--- src/verilog/rfp_pkg.sv ---
// Package of constants and types for the rail fault protection block
package rfp_pkg;

   // Clock rate and timing
   localparam int RFP_CLK_MHZ = 250;
   localparam int RFP_OC_QUAL_NS = 40000;
   localparam int RFP_REEN_NS = 46000;
   localparam int RFP_OV_QUAL_NS = 500;
   // Least times round up to whole cycles
   localparam int RFP_OC_QUAL_CYC = (RFP_OC_QUAL_NS * RFP_CLK_MHZ + 999) / 1000;
   localparam int RFP_REEN_CYC = (RFP_REEN_NS * RFP_CLK_MHZ + 999) / 1000;
   localparam int RFP_OV_QUAL_CYC = (RFP_OV_QUAL_NS * RFP_CLK_MHZ + 999) / 1000;
   localparam int RFP_TMR_W = 14;

   // Analog codes: 12-bit ADC, 3.2 V full scale, about 0.78 mV per LSB
   localparam int RFP_ADC_W = 12;
   // One strap band is 32 LSB, about 25 mV
   localparam int RFP_BAND_LSB = 5;
   localparam int RFP_BAND_W = 7;
   localparam logic [6:0] RFP_BAND_LAST = 7'h3F;
   // Eight bands per threshold group, group is band[5:3]
   localparam int RFP_GRP_LSB = 3;
   localparam logic [5:0] RFP_QR_BASE_MV = 6'h0F;
   localparam logic [5:0] RFP_QR_STEP_MV = 6'h05;
   localparam logic [5:0] RFP_QR_PS1_LO_MV = 6'h0A;
   localparam logic [5:0] RFP_QR_PS1_HI_MV = 6'h0F;

   // Voltages in mV, signed 13-bit
   localparam logic signed [12:0] RFP_OV_MARGIN_MV = 13'sh0096;
   localparam logic signed [12:0] RFP_OV_FIXED_MV = 13'sh0546;
   localparam logic signed [12:0] RFP_ONE_VOLT_MV = 13'sh03E8;
   localparam logic signed [12:0] RFP_NV_LOW_MV = -13'sh0046;
   localparam logic signed [12:0] RFP_ZERO_MV = 13'sh0000;

   // Overcurrent threshold step per strap band, in amps
   localparam logic [9:0] RFP_OC_AMPS_PER_BAND = 10'h004;
   // Feature strap band bit that enables the power monitor
   localparam int RFP_FEAT_SYSTEM_POWER_INPUT_BIT = 0;

   // Register map
   localparam logic [7:0] RFP_ADDR_SYS_POWER = 8'h1B;
   localparam logic [7:0] RFP_SYS_POWER_RST = 8'h00;
   localparam logic [7:0] RFP_UNMAPPED_DATA = 8'h00;

   localparam int RFP_PHASES = 2;

   // Quick-response width codes
   typedef enum logic [2:0]
   {
      RFP_QRW_NA = 3'h0,
      RFP_QRW_OFF = 3'h1,
      RFP_QRW_222 = 3'h2,
      RFP_QRW_177 = 3'h3,
      RFP_QRW_133 = 3'h4,
      RFP_QRW_88 = 3'h5,
      RFP_QRW_44 = 3'h6
   } rfp_qrw_t;

   // Overvoltage sequence, Gray along idle, qualify, latch, negative
   typedef enum logic [1:0]
   {
      RFP_OV_IDLE = 2'b00,
      RFP_OV_QUAL = 2'b01,
      RFP_OV_LATCH = 2'b11,
      RFP_OV_NEG = 2'b10
   } rfp_ov_state_t;

endpackage

--- src/verilog/rfp_rail_protect.sv ---
// Rail fault protection: strap decode, OC/OV/NV protection, power code
`timescale 1ns/1ps
import rfp_pkg::*;

// Overview of operation
// - Width from band position, period of bands
// - Thresholds from band group for both states
// - Overcurrent threshold from overcurrent strap band
// - Overcurrent latches after 40 us qualification
// - Overcurrent masked during voltage change, soft-start
// - Overcurrent re-enabled 46 us after alert
// - Target above 1 V: trip at target+150 mV
// - Target at most 1 V: trip at 1.35 V
// - Overvoltage forces high gates low, low gates high
// - Overvoltage latches after 0.5 us qualification
// - Overvoltage masked, re-enabled 46 us after alert
// - Below -70 mV after latch: low gates off
// - Above 0 V: back to latch, low gates on
// - Negative protection only after overvoltage latch
// - Feature strap enables system power monitor
// - Power input to 8-bit code at 1Bh
// - Power code readable over serial TARGET_VOLTAGE_CODE port
module rfp_rail_protect
#(
   parameter int OC_QUAL_CYC = RFP_OC_QUAL_CYC,
   parameter int REEN_CYC = RFP_REEN_CYC
)
(
   // Clock and reset
   input wire logic i_sys_clk,
   input wire logic i_rst,
   // Strap ADC codes
   input wire logic [RFP_ADC_W-1:0] i_quick_response_strap,
   input wire logic [RFP_ADC_W-1:0] i_overcurrent_strap,
   input wire logic [RFP_ADC_W-1:0] i_feature_strap,
   // Rail measurements
   input wire logic signed [12:0] i_rail_voltage_sense,
   input wire logic [12:0] i_target_voltage_code,
   input wire logic [9:0] i_rail_current,
   input wire logic [RFP_ADC_W-1:0] i_system_power_input,
   // Voltage change and soft-start status
   input wire logic i_dynamic_voltage_change,
   input wire logic i_change_done_alert,
   // Modulator gate requests
   input wire logic [RFP_PHASES-1:0] i_pwm_high,
   input wire logic [RFP_PHASES-1:0] i_pwm_low,
   // Serial TARGET_VOLTAGE_CODE register port
   input wire logic i_reg_rd,
   input wire logic [7:0] i_reg_addr,
   output logic [7:0] o_reg_rdata,
   output logic o_reg_ack,
   // Gate drives
   output logic [RFP_PHASES-1:0] o_high_side_gate,
   output logic [RFP_PHASES-1:0] o_low_side_gate,
   // Decoded settings
   output logic [2:0] o_quick_response_width,
   output logic [5:0] o_qr_full_power_state_mv,
   output logic [5:0] o_qr_reduced_power_state_mv,
   output logic [9:0] o_max_rail_current,
   output logic o_system_power_en,
   // Fault status
   output logic o_overcurrent_trip,
   output logic o_overvoltage_trip,
   output logic o_negative_voltage_trip,
   output logic o_protect_armed
);

   localparam logic [RFP_TMR_W-1:0] OC_CNT = RFP_TMR_W'(OC_QUAL_CYC - 1);
   localparam logic [RFP_TMR_W-1:0] REEN_CNT = RFP_TMR_W'(REEN_CYC - 1);
   localparam logic [RFP_TMR_W-1:0] OV_CNT =
      RFP_TMR_W'(RFP_OV_QUAL_CYC - 1);

   logic straps_done_r;
   logic [RFP_BAND_W-1:0] qr_band_r;
   logic [RFP_BAND_W-1:0] oc_band_r;
   logic [RFP_BAND_W-1:0] feat_band_r;
   logic [RFP_BAND_W-1:0] qr_band;
   logic [2:0] qr_grp;
   rfp_qrw_t qr_width_nxt;
   rfp_qrw_t qr_width_r;
   logic [5:0] qr_ps0_nxt;
   logic [5:0] qr_ps1_nxt;
   logic [5:0] qr_ps0_r;
   logic [5:0] qr_ps1_r;
   logic [9:0] oc_thresh_r;
   logic system_power_input_en_r;
   logic armed_r;
   logic reen_pend_r;
   logic reen_done;
   logic oc_over;
   logic oc_done;
   logic ocp_r;
   logic signed [13:0] ov_limit;
   logic ov_detect;
   logic ov_done;
   rfp_ov_state_t ov_state_r;
   rfp_ov_state_t ov_state_nxt;
   logic [RFP_PHASES-1:0] hs_nxt;
   logic [RFP_PHASES-1:0] ls_nxt;
   logic [RFP_PHASES-1:0] hs_r;
   logic [RFP_PHASES-1:0] ls_r;
   logic [7:0] system_power_input_code_r;
   logic [7:0] rdata_r;
   logic ack_r;

   // Strap capture happens one clock after reset release, so no port
   // value ever enters a flip-flop through the asynchronous reset
   always_ff @(posedge i_sys_clk or posedge i_rst)
   begin
      if (i_rst)
      begin
         straps_done_r <= 1'b0;
         qr_band_r <= '0;
         oc_band_r <= '0;
         feat_band_r <= '0;
      end
      else if (!straps_done_r)
      begin
         straps_done_r <= 1'b1;
         qr_band_r <= i_quick_response_strap[RFP_ADC_W-1:RFP_BAND_LSB];
         oc_band_r <= i_overcurrent_strap[RFP_ADC_W-1:RFP_BAND_LSB];
         feat_band_r <= i_feature_strap[RFP_ADC_W-1:RFP_BAND_LSB];
      end
   end

   // Bands above 1.6 V lie outside the table and are clamped to the last
   assign qr_band = (qr_band_r > RFP_BAND_LAST) ? RFP_BAND_LAST : qr_band_r;
   assign qr_grp = qr_band[5:RFP_GRP_LSB];

   always_comb
   begin
      unique case (qr_band[2:0])
         3'h0: qr_width_nxt = RFP_QRW_NA;
         3'h1: qr_width_nxt = RFP_QRW_OFF;
         3'h2: qr_width_nxt = RFP_QRW_222;
         3'h3: qr_width_nxt = RFP_QRW_177;
         3'h4: qr_width_nxt = RFP_QRW_133;
         3'h5: qr_width_nxt = RFP_QRW_88;
         3'h6: qr_width_nxt = RFP_QRW_44;
         3'h7: qr_width_nxt = RFP_QRW_NA;
      endcase
   end

   // Full power threshold steps 5 mV per pair of groups from 15 mV
   always_comb
   begin
      qr_ps0_nxt = RFP_QR_BASE_MV + RFP_QR_STEP_MV * {4'h0, qr_grp[2:1]};
      qr_ps1_nxt = qr_grp[0] ? RFP_QR_PS1_HI_MV : RFP_QR_PS1_LO_MV;
   end

   always_ff @(posedge i_sys_clk or posedge i_rst)
   begin
      if (i_rst)
      begin
         qr_width_r <= RFP_QRW_NA;
         qr_ps0_r <= RFP_QR_BASE_MV;
         qr_ps1_r <= RFP_QR_PS1_LO_MV;
      end
      else
      begin
         qr_width_r <= qr_width_nxt;
         qr_ps0_r <= qr_ps0_nxt;
         qr_ps1_r <= qr_ps1_nxt;
      end
   end

   // Overcurrent threshold from the strap band
   always_ff @(posedge i_sys_clk or posedge i_rst)
   begin
      if (i_rst)
         oc_thresh_r <= '1;
      else
         oc_thresh_r <= 10'(oc_band_r * RFP_OC_AMPS_PER_BAND);
   end

   always_ff @(posedge i_sys_clk or posedge i_rst)
   begin
      if (i_rst)
         system_power_input_en_r <= 1'b0;
      else
         system_power_input_en_r <= straps_done_r && feat_band_r[RFP_FEAT_SYSTEM_POWER_INPUT_BIT];
   end

   // Protection arming: out of reset the rail is in soft-start, so
   // detection waits for the first completion alert
   always_ff @(posedge i_sys_clk or posedge i_rst)
   begin
      if (i_rst)
         reen_pend_r <= 1'b0;
      else if (i_dynamic_voltage_change)
         reen_pend_r <= 1'b0;
      else if (i_change_done_alert)
         reen_pend_r <= 1'b1;
      else if (reen_done)
         reen_pend_r <= 1'b0;
   end

   rfp_qual_timer
   #(
      .CW(RFP_TMR_W),
      .COUNT(REEN_CNT)
   )
   u_reen_timer
   (
      .i_sys_clk(i_sys_clk),
      .i_rst(i_rst),
      .i_cond(reen_pend_r),
      .o_done(reen_done)
   );

   always_ff @(posedge i_sys_clk or posedge i_rst)
   begin
      if (i_rst)
         armed_r <= 1'b0;
      else if (i_dynamic_voltage_change)
         armed_r <= 1'b0;
      else if (reen_done)
         armed_r <= 1'b1;
   end

   // Overcurrent qualification
   assign oc_over = armed_r && !i_dynamic_voltage_change && !ocp_r
      && (i_rail_current > oc_thresh_r);

   rfp_qual_timer
   #(
      .CW(RFP_TMR_W),
      .COUNT(OC_CNT)
   )
   u_oc_timer
   (
      .i_sys_clk(i_sys_clk),
      .i_rst(i_rst),
      .i_cond(oc_over),
      .o_done(oc_done)
   );

   always_ff @(posedge i_sys_clk or posedge i_rst)
   begin
      if (i_rst)
         ocp_r <= 1'b0;
      else if (oc_done)
         ocp_r <= 1'b1;
   end

   // Overvoltage limit: a target of exactly 1 V uses the fixed level
   always_comb
   begin
      if ($signed({1'b0, i_target_voltage_code}) > RFP_ONE_VOLT_MV)
         ov_limit = $signed({1'b0, i_target_voltage_code})
            + 14'(RFP_OV_MARGIN_MV);
      else
         ov_limit = 14'(RFP_OV_FIXED_MV);
   end

   assign ov_detect = armed_r && !i_dynamic_voltage_change
      && (14'(i_rail_voltage_sense) > ov_limit);

   rfp_qual_timer
   #(
      .CW(RFP_TMR_W),
      .COUNT(OV_CNT)
   )
   u_ov_timer
   (
      .i_sys_clk(i_sys_clk),
      .i_rst(i_rst),
      .i_cond(ov_detect && (ov_state_r == RFP_OV_QUAL)),
      .o_done(ov_done)
   );

   always_comb
   begin
      ov_state_nxt = ov_state_r;
      unique case (ov_state_r)
         RFP_OV_IDLE:
         begin
            if (ov_detect)
               ov_state_nxt = RFP_OV_QUAL;
         end
         RFP_OV_QUAL:
         begin
            if (ov_done)
               ov_state_nxt = RFP_OV_LATCH;
            else if (!ov_detect)
               ov_state_nxt = RFP_OV_IDLE;
         end
         RFP_OV_LATCH:
         begin
            if (i_rail_voltage_sense < RFP_NV_LOW_MV)
               ov_state_nxt = RFP_OV_NEG;
         end
         RFP_OV_NEG:
         begin
            if (i_rail_voltage_sense > RFP_ZERO_MV)
               ov_state_nxt = RFP_OV_LATCH;
         end
      endcase
   end

   // Latch and negative states never lead back to idle
   always_ff @(posedge i_sys_clk or posedge i_rst)
   begin
      if (i_rst)
         ov_state_r <= RFP_OV_IDLE;
      else
         ov_state_r <= ov_state_nxt;
   end

   // Gate override follows the next state so the clamp acts on the
   // edge that sees the fault; an overcurrent trip parks both gates off while the overvoltage sequence is idle
   always_comb
   begin
      hs_nxt = i_pwm_high;
      ls_nxt = i_pwm_low;
      unique case (ov_state_nxt)
         RFP_OV_IDLE:
         begin
            if (ocp_r || oc_done)
            begin
               hs_nxt = '0;
               ls_nxt = '0;
            end
         end
         RFP_OV_QUAL, RFP_OV_LATCH:
         begin
            hs_nxt = '0;
            ls_nxt = '1;
         end
         RFP_OV_NEG:
         begin
            hs_nxt = '0;
            ls_nxt = '0;
         end
      endcase
   end

   always_ff @(posedge i_sys_clk or posedge i_rst)
   begin
      if (i_rst)
      begin
         hs_r <= '0;
         ls_r <= '0;
      end
      else
      begin
         hs_r <= hs_nxt;
         ls_r <= ls_nxt;
      end
   end

   // 4095 codes at 3.2 V map to FF by dropping the low nibble
   always_ff @(posedge i_sys_clk or posedge i_rst)
   begin
      if (i_rst)
         system_power_input_code_r <= RFP_SYS_POWER_RST;
      else if (system_power_input_en_r)
         system_power_input_code_r <= i_system_power_input[RFP_ADC_W-1:4];
      else
         system_power_input_code_r <= RFP_SYS_POWER_RST;
   end

   // Register read port
   always_ff @(posedge i_sys_clk or posedge i_rst)
   begin
      if (i_rst)
      begin
         rdata_r <= RFP_UNMAPPED_DATA;
         ack_r <= 1'b0;
      end
      else
      begin
         ack_r <= i_reg_rd;
         if (i_reg_rd)
         begin
            if (i_reg_addr == RFP_ADDR_SYS_POWER)
               rdata_r <= system_power_input_code_r;
            else
               rdata_r <= RFP_UNMAPPED_DATA;
         end
      end
   end

   assign o_reg_rdata = rdata_r;
   assign o_reg_ack = ack_r;
   assign o_high_side_gate = hs_r;
   assign o_low_side_gate = ls_r;
   assign o_quick_response_width = qr_width_r;
   assign o_qr_full_power_state_mv = qr_ps0_r;
   assign o_qr_reduced_power_state_mv = qr_ps1_r;
   assign o_max_rail_current = oc_thresh_r;
   assign o_system_power_en = system_power_input_en_r;
   assign o_overcurrent_trip = ocp_r;
   assign o_overvoltage_trip = (ov_state_r == RFP_OV_LATCH)
      || (ov_state_r == RFP_OV_NEG);
   assign o_negative_voltage_trip = (ov_state_r == RFP_OV_NEG);
   assign o_protect_armed = armed_r;

endmodule

--- src/verilog/rfp_qual_timer.sv ---
// Qualification timer: flags a condition held for a number of cycles
`timescale 1ns/1ps
module rfp_qual_timer
#(
   parameter int CW = 14,
   parameter logic [CW-1:0] COUNT = '1
)
(
   // Clock and reset
   input wire logic i_sys_clk,
   input wire logic i_rst,
   // Condition and result
   input wire logic i_cond,
   output logic o_done
);

   logic [CW-1:0] cnt_r;

   // Any gap in the condition restarts the count
   always_ff @(posedge i_sys_clk or posedge i_rst)
   begin
      if (i_rst)
         cnt_r <= '0;
      else if (!i_cond)
         cnt_r <= '0;
      else if (cnt_r != COUNT)
         cnt_r <= cnt_r + 1'b1;
   end

   assign o_done = i_cond && (cnt_r == COUNT);

endmodule

--- config.mk ---
export PLATFORM = sky130hd
export DESIGN_NAME = rfp_rail_protect
export DESIGN_NICKNAME = d
export VERILOG_FILES = /design/src/verilog/rfp_pkg.sv /design/src/verilog/rfp_rail_protect.sv /design/src/verilog/rfp_qual_timer.sv
export SDC_FILE = /design/constraint.sdc
export NUM_CORES = 1
export LEC_CHECK = 0
export ABC_AREA = 0
export BUFFER_PORTS_ARGS = -buffer_cell sky130_fd_sc_hd__buf_2
export CORE_ASPECT_RATIO = 0.5
export CORE_UTILIZATION = 50
export DETAILED_ROUTE_END_ITERATION = 10
export GPL_TIMING_DRIVEN = 0
export PLACE_DENSITY_LB_ADDON = 0.3
export SETUP_SLACK_MARGIN = 0.2
export SYNTH_ARGS = -nofsm -noshare
export SYNTH_HDL_FRONTEND = slang
export SYNTH_SLANG_ARGS = --single-unit
--- constraint.sdc ---
create_clock -name i_sys_clk -period 4.35 [get_ports i_sys_clk]
set_input_delay 0.435 -clock i_sys_clk [delete_from_list [all_inputs] [get_ports i_sys_clk]]
set_output_delay 0.435 -clock i_sys_clk [all_outputs]
set_load 0.01 [all_outputs]
Word-level counts from Yosys, hierarchy flattened
Memory sizes are Yosys's and may differ from the RTL's. A register that Yosys moved wholly into a read port is not among the register bits.
Index checks and enable logic that the tools add are counted.
- register bits after elaboration: 105
- ROM bits: 24
- input bits: 101
- output and inout bits: 43
- logic and storage cells: 94
- memories kept: 1
- memory list (name ; words ; width ; rd ports ; clocked after memory_dff ; write ports ; line ; text):
    (name not given) ; 8 ; 3 ; 1 ; 1 ; 0 ; rfp_rail_protect.sv:132 ; unique case (qr_band[2:0])
- add/sub/neg operators: 5
- multipliers: 1
- order comparisons: 6
- equality and inequality tests: 16
- muxes and demuxes: 26
- reduce and logical (&&, ||, !) cells: 19
- operators with widths (cell ; count):
    $mux W14 ; 7
    $add A14 B1 Y14 const B ; 3
    $eq A14 B14 Y1 const B ; 2
    $ne A14 B14 Y1 const B ; 2
    $mux W8 ; 2
    $add A13 B8 Y14 const B ; 1
    $eq A14 B7 Y1 const B ; 1
    $gt A13 B14 Y1 ; 1
    $mux W2 ; 7
    $ne A14 B7 Y1 const B ; 1
    $gt A13 B1 Y1 const B ; 1
    $gt A13 B10 Y1 const B ; 1
    $lt A13 B8 Y1 const B ; 1
    $gt A10 B10 Y1 ; 1
    $logic_and A1 B1 Y1 ; 9
    $eq A2 B2 Y1 const B ; 4
    $eq A8 B5 Y1 const B ; 1
    $pmux W2 S4 ; 1
    $gt A7 B6 Y1 const B ; 1
    $add A4 B5 Y6 const A ; 1
    $mux W6 ; 1
    $pmux W2 S3 ; 1
    $mul A3 B2 Y5 const A ; 1
    $mux W1 ; 5
    other kinds (12) ; 17

Logic depth before layout (Yosys ltp)
- depth in word-level cells: 11
- depth in mapped cells: 15

Cells and area by module
A second synthesis with hierarchy kept.
- cell total of the unflattened synthesis: 543
- area total of the unflattened synthesis: 5482.8 um^2
- by module, submodules not included (module ; times used ; cells an instance ; area each (um^2) ; sequential area each (um^2)):
    rfp_rail_protect ; 1 ; 304 ; 3160.5 ; 1541.5
    rfp_qual_timer at u_oc_timer ; 1 ; 81 ; 782.0 ; 350.3
    rfp_qual_timer at u_reen_timer ; 1 ; 79 ; 778.2 ; 350.3
    rfp_qual_timer at u_ov_timer ; 1 ; 79 ; 762.0 ; 350.3

Worst setup path before layout
No wires, ideal clock.
- path type: input port to flip-flop
- from: input port i_target_voltage_code[1]
- to: register u_ov_timer.cnt_r[2]
- data arrival time: 3106 ps
- data required time: 4229 ps
- slack: 1123 ps
- cell stages on the path: 14
- buffers on the path: 1
- cell sequence: inv_1 > ha_1 > o21ai_0 > a31o_2 > nand4_1 > or2_2 > ha_1 > nand4_2 > o41ai_2 > nor2_1 > and3_4 > o21ai_4 > buf_6 > nor2_2
- word-level cells in the longest chain between the ends: 6
- elaborated cells on any way between the ends: 8
- those cells by class: 1 x add/sub; 2 x order compare; 1 x eq/ne; 2 x mux; 2 x reduce/logical
- RTL lines (element ; line ; text):
    from (decl) ; rfp_rail_protect.sv:38 ; input wire logic [12:0] i_target_voltage_code,
    $add A13 B8 Y14 or $gt A13 B10 Y1 (tied branches) ; rfp_rail_protect.sv:251, rfp_rail_protect.sv:249 ;
    $mux W14 * ; rfp_rail_protect.sv:249 ; if ($signed({1'b0, i_target_voltage_code}) > RFP_ONE_VOLT_MV)
    $gt A13 B14 Y1 * ; rfp_rail_protect.sv:257 ; && (14'(i_rail_voltage_sense) > ov_limit);
    $logic_and A1 B1 Y1 * ; rfp_rail_protect.sv:257 ;
    $logic_and A1 B1 Y1 * ; rfp_rail_protect.sv:268 ; .i_cond(ov_detect && (ov_state_r == RFP_OV_QUAL)),
    $ne A2 B2 Y1 (no line) or $mux W14 (tied branches) ; n/a ;
    to (signal assigned) ; rfp_qual_timer.sv:27 ; cnt_r <= cnt_r + 1'b1;
    to (decl) ; rfp_qual_timer.sv:17 ; logic [CW-1:0] cnt_r;
Mark *: on every way between the ends. The rest lies on a longest branch, timed or not.
A chain may end at the register's enable or synchronous reset.

Worst setup path in the final report
- from: input port i_target_voltage_code[1]
- to: register hs_r[1], in the netlist o_high_side_gate[1]
- word-level cells in the longest chain between the ends: 11
- elaborated cells on any way between the ends: 17
- those cells by class: 1 x add/sub; 2 x order compare; 3 x eq/ne; 6 x mux; 5 x reduce/logical
- RTL lines (element ; line ; text):
    $add A13 B8 Y14 or $gt A13 B10 Y1 (tied branches) ; rfp_rail_protect.sv:251, rfp_rail_protect.sv:249 ;
    $mux W14 * ; rfp_rail_protect.sv:249 ;
    $gt A13 B14 Y1 * ; rfp_rail_protect.sv:257 ;
    $logic_and A1 B1 Y1 * ; rfp_rail_protect.sv:257 ;
    $logic_and A1 B1 Y1 ; rfp_rail_protect.sv:268 ;
    $logic_and A1 B1 Y1 ; rfp_qual_timer.sv:30 ; assign o_done = i_cond && (cnt_r == COUNT);
    $mux W2 ; rfp_rail_protect.sv:283 ; if (ov_done)
    $pmux W2 S4 * ; rfp_rail_protect.sv:275 ; unique case (ov_state_r)
    $eq A2 B2 Y1 or $eq A2 B1 Y1 (tied branches) ; rfp_rail_protect.sv:316 ; unique case (ov_state_nxt)
    $reduce_or A3 Y1 (no line) ; n/a ;
    $pmux W2 S2 * ; rfp_rail_protect.sv:316 ;
    net hs_nxt[1] ; rfp_rail_protect.sv:98 ; logic [RFP_PHASES-1:0] hs_nxt;
    to (signal assigned) ; rfp_rail_protect.sv:347 ; hs_r <= hs_nxt;
    to (decl) ; rfp_rail_protect.sv:100 ; logic [RFP_PHASES-1:0] hs_r;
The timed path passes the listed nets; every way through them passes the cells marked *.

==> flow_summary.ini <==
[status]
status = completed

[cts]
cts_resized = 0
clock_tree.root_cell = sky130_fd_sc_hd__clkbuf_16
insertion_delay_ps = 340
postCtsSetupRepairBufs = 0
clock_sinks = 103
htree_num_levels = 3
cts_buffer_depth = 2
holdBufCountCts = 0
clkSlewWorstSetupHoldPaths_ps = 70
tritoncts = done
cts-buffers-inserted = 9

[global_route]
first_pass_grt_wire_length_mm = 16.81
initial_antenna_violation_count = 0
grt_start_max_net_pins = 57
first_global_vias = 3804
gr-usage-all-layers_pct = 19.43
grt_remaining_overflow = 0

[layout]
area_growth_syn_to_layout_pct = 20.02
final.fill_count = 870
final_core_utilization_pct = 61.99
multi_input_area_um2 = 2455
num-nets-final = 773
sequential_area_um2 = 2592
finish.instance_area_um2 = 6352
num_antenna_cells = 0
layout-drive-gt1-share_pct = 29.70

[pwr]
pwr_per_cell_area_nw_per_um2 = 315.5
power.static_leakage_nw = 2.967
vdd_drop_max_uv = 175.5

[detailed_routing]
via_count = 3910
totalWireLength_mm = 9.881
detailedRoute.firstIterationViolations = 130
drc = 0
antenna_viol_nets_final = 0
drt_pass1_iterations = 4
post_drt_via_cell_ratio = 4.994
avgRoutedWirePerCell_um = 12.62

[setup_path]
crit-reg2reg-capture = o_low_side_gate[1]
cp_top_family = simple AND/OR/NAND/NOR gates
worst_setup_path_startpoint = i_target_voltage_code[1]
worstPathCellList = buf_2 -> inv_1 -> ha_1 -> o21ai_0 -> a31o_2 -> nand4_1 -> or2_2 -> ha_1 -> nand4_2 -> o41ai_2 -> nor2_1 -> and3_4 -> nor2_2 -> nor4b_2
critical-path-top-cell-by-count = sky130_fd_sc_hd__ha_1
timing.critical_path.fanout_max = 6
cp_data_required_time_ps = 4600
worstSetupPathType = in2reg
critical_path.startpoint_type = input port
reg2reg_depth = 8
end_kind = flop
slowest_cell_on_the_critical_path = sky130_fd_sc_hd__o41ai_2
reg2reg_setup_slack_ps = 2000
rr_startpoint = o_max_rail_current[6]
timing.critical_path.buf_inv = 2
worst-path-stages = 14
crit_path_end = o_high_side_gate[1]
crit_path_max_incr_delay_ps = 490
worst_ep_arrival_time_ps = 3560

[place]
dp.final_hpwl_mm = 7.546
io_buffer_count = 114
gp_routability_congestion = 0.8009
post_dp_cell_area_um2 = 6083

[synth]
postSynthAreaPerCell_um2 = 10.42
post-synth-top-area-cell = sky130_fd_sc_hd__dfrtp_1
sequential_element_share_of_the_synthesized_area_pct = 48.98
ys.flop_type = sky130_fd_sc_hd__dfrtp_1
yosys_register_bits = 103
synth.distinct_cells = 60
async_reset_ff_share_pct = 100.0
yosys-top-cells-area = sky130_fd_sc_hd__dfrtp_1 (43%), sky130_fd_sc_hd__ha_1 (8.0%), sky130_fd_sc_hd__dfstp_2 (6.0%), sky130_fd_sc_hd__xnor2_1 (4.0%), sky130_fd_sc_hd__inv_1 (3.3%)
ys_warn_count = 0
post_synth_instance_area_um2 = 5293
yosys.area.top_type_share_pct = 43.03
synth-edff-count = 0
netlist_instances = 508

[sta]
clock_skews_ps = 6.900
worst_slew_pin_slew_ps = 1201
setup_tns_ps = 0
timing.slew.headroom_pct = 19.23
finalMaxSlewViolations = 0
timing.final.hold_violations = 0
final.period_utilization_pct = 76.17
final_period_minus_worst_setup_slack_ps = 3313
setup_violations = 0
rsz_0062_raised_after_global_routing = no
clock.fmax_ghz = 0.3018

[job]
max-cap-violations = 0

[worst_hold_path]
min-delay-path-class = in2async

[floorplanning]
die-height_um = 74.75
core-area_um2 = 10250
fp.dieW_um = 147.5
dieArea_um2 = 11030
rows = 26
floorplan.initialDensity_pct = 51.65
io-pin-count = 144
[routing by layer]
metal  up-vias  global-route usage [%]  part of all wire [%]
met5         -                       0                     0
met3         9                   6.121                   6.2
met1      1820                   23.04                    45
met4         0                   4.582                  0.98
li1       1980                       -                     -
met2       101                   35.32                    47
[Yosys cell counts, types with 5 or more instances]
cell type,n
sky130_fd_sc_hd__dfrtp_1,91
sky130_fd_sc_hd__inv_1,46
sky130_fd_sc_hd__nand2_1,40
sky130_fd_sc_hd__nor2_1,35
sky130_fd_sc_hd__ha_1,34
sky130_fd_sc_hd__xnor2_1,24
sky130_fd_sc_hd__and2_1,23
sky130_fd_sc_hd__o21ai_0,18
sky130_fd_sc_hd__xor2_1,18
sky130_fd_sc_hd__nand4_1,17
sky130_fd_sc_hd__nand3_1,16
sky130_fd_sc_hd__mux2_2,15
sky130_fd_sc_hd__a21oi_1,13
sky130_fd_sc_hd__dfstp_2,12
sky130_fd_sc_hd__nor2_2,11
sky130_fd_sc_hd__nor3_1,9
sky130_fd_sc_hd__buf_4,7
sky130_fd_sc_hd__nor4_1,6
sky130_fd_sc_hd__and3_1,5
sky130_fd_sc_hd__nor2b_1,5
[cells by family (layout without fill, tap and decap cells)]
family	Yosys count	in the layout	share of synthesized area [%]
other	2	6	0.1419
adders and majority gates	34	34	8.038
DFF	103	103	48.98
xor gates and xnor gates	42	42	6.950
buffers and inverters	60	191	4.917
and+or+nand+nor	187	187	19.20
AOI/OAI and AO/OA	63	63	8.204
muxes	17	17	3.570
[cell type report]
type,instances,area share (%)
clock inverter,4,0.5121
sequential,103,40.81
clock buffer,12,3.723
tap,140,2.758
timing repair buffer,115,9.415
inverter,46,2.758
buffer,14,1.379
multi-input combinational,349,38.64
[worst reg2reg max path: cells and delay by family (launching register included)]
kind	cells	cell delay [ps]
buffers and inverters	1	40
adder cells (fa/ha/maj)	1	300
AND/OR/NAND/NOR	1	70
flip-flops	1	520
AO/OA/AOI/OAI	5	1290
[flip-flops by register name, summed over array words and instances (netlist names), 7 cells and up]
register                   cells
system_power_input_code_r      8
u_oc_timer.cnt_r              14
o_reg_rdata                    8
qr_band_r                      7
o_max_rail_current             8
u_reen_timer.cnt_r            14
u_ov_timer.cnt_r              14
oc_band_r                      7
[placed cells by master, fill, tap and decap left out, types with 12 or more instances in the layout]
| cell type | Yosys | routed |
|---|---|---|
| sky130_fd_sc_hd__a21oi_1 | 13 | 13 |
| sky130_fd_sc_hd__and2_1 | 23 | 23 |
| sky130_fd_sc_hd__buf_2 | 1 | 115 |
| sky130_fd_sc_hd__dfrtp_1 | 91 | 91 |
| sky130_fd_sc_hd__dfstp_2 | 12 | 12 |
| sky130_fd_sc_hd__ha_1 | 34 | 34 |
| sky130_fd_sc_hd__inv_1 | 46 | 45 |
| sky130_fd_sc_hd__mux2_2 | 15 | 15 |
| sky130_fd_sc_hd__nand2_1 | 40 | 40 |
| sky130_fd_sc_hd__nand3_1 | 16 | 16 |
| sky130_fd_sc_hd__nand4_1 | 17 | 17 |
| sky130_fd_sc_hd__nor2_1 | 35 | 35 |
| sky130_fd_sc_hd__o21ai_0 | 18 | 18 |
| sky130_fd_sc_hd__xnor2_1 | 24 | 24 |
| sky130_fd_sc_hd__xor2_1 | 18 | 18 |
[per-stage QoR]
stage	power, W	std cells	worst slack, ps	hold WS, ps
2_1_floorplan	0.001193	512	1123	349.5
3_3_place_gp	0.001283	766	127.7	353.0
3_5_place_dp	0.001296	767	656.2	357.4
4_1_cts	0.002026	783	1004	229.3
5_1_grt	0.002102	783	784.1	262.2
6_report	0.002004	783	1037	213.9
[worst min-delay path by stage]
| stage | startpoint | slack, ps | depth (start not counted) | endpoint |
|---|---|---|---|---|
| 2_1_floorplan | oc_band_r[0] | 350 | 0 | o_max_rail_current[2] |
| 3_3_place_gp | oc_band_r[1] | 350 | 0 | o_max_rail_current[3] |
| 3_5_place_dp | oc_band_r[1] | 360 | 0 | o_max_rail_current[3] |
| 4_1_cts | i_rst | 230 | 2 | o_reg_rdata[7] |
| 5_1_grt | i_rst | 260 | 2 | o_reg_rdata[2] |
| 6_report | i_rst | 210 | 2 | o_reg_rdata[2] |
[where the power goes]
group	switching, W	internal, W	total (W)
logic	0.000130	0.000117	0.000247
clock network	0.000338	0.000390	0.000728
registers	0.0000220	0.00101	0.00103
total	0.000490	0.00151	0.00200
Note: power is estimated with default switching activity, not from simulation.
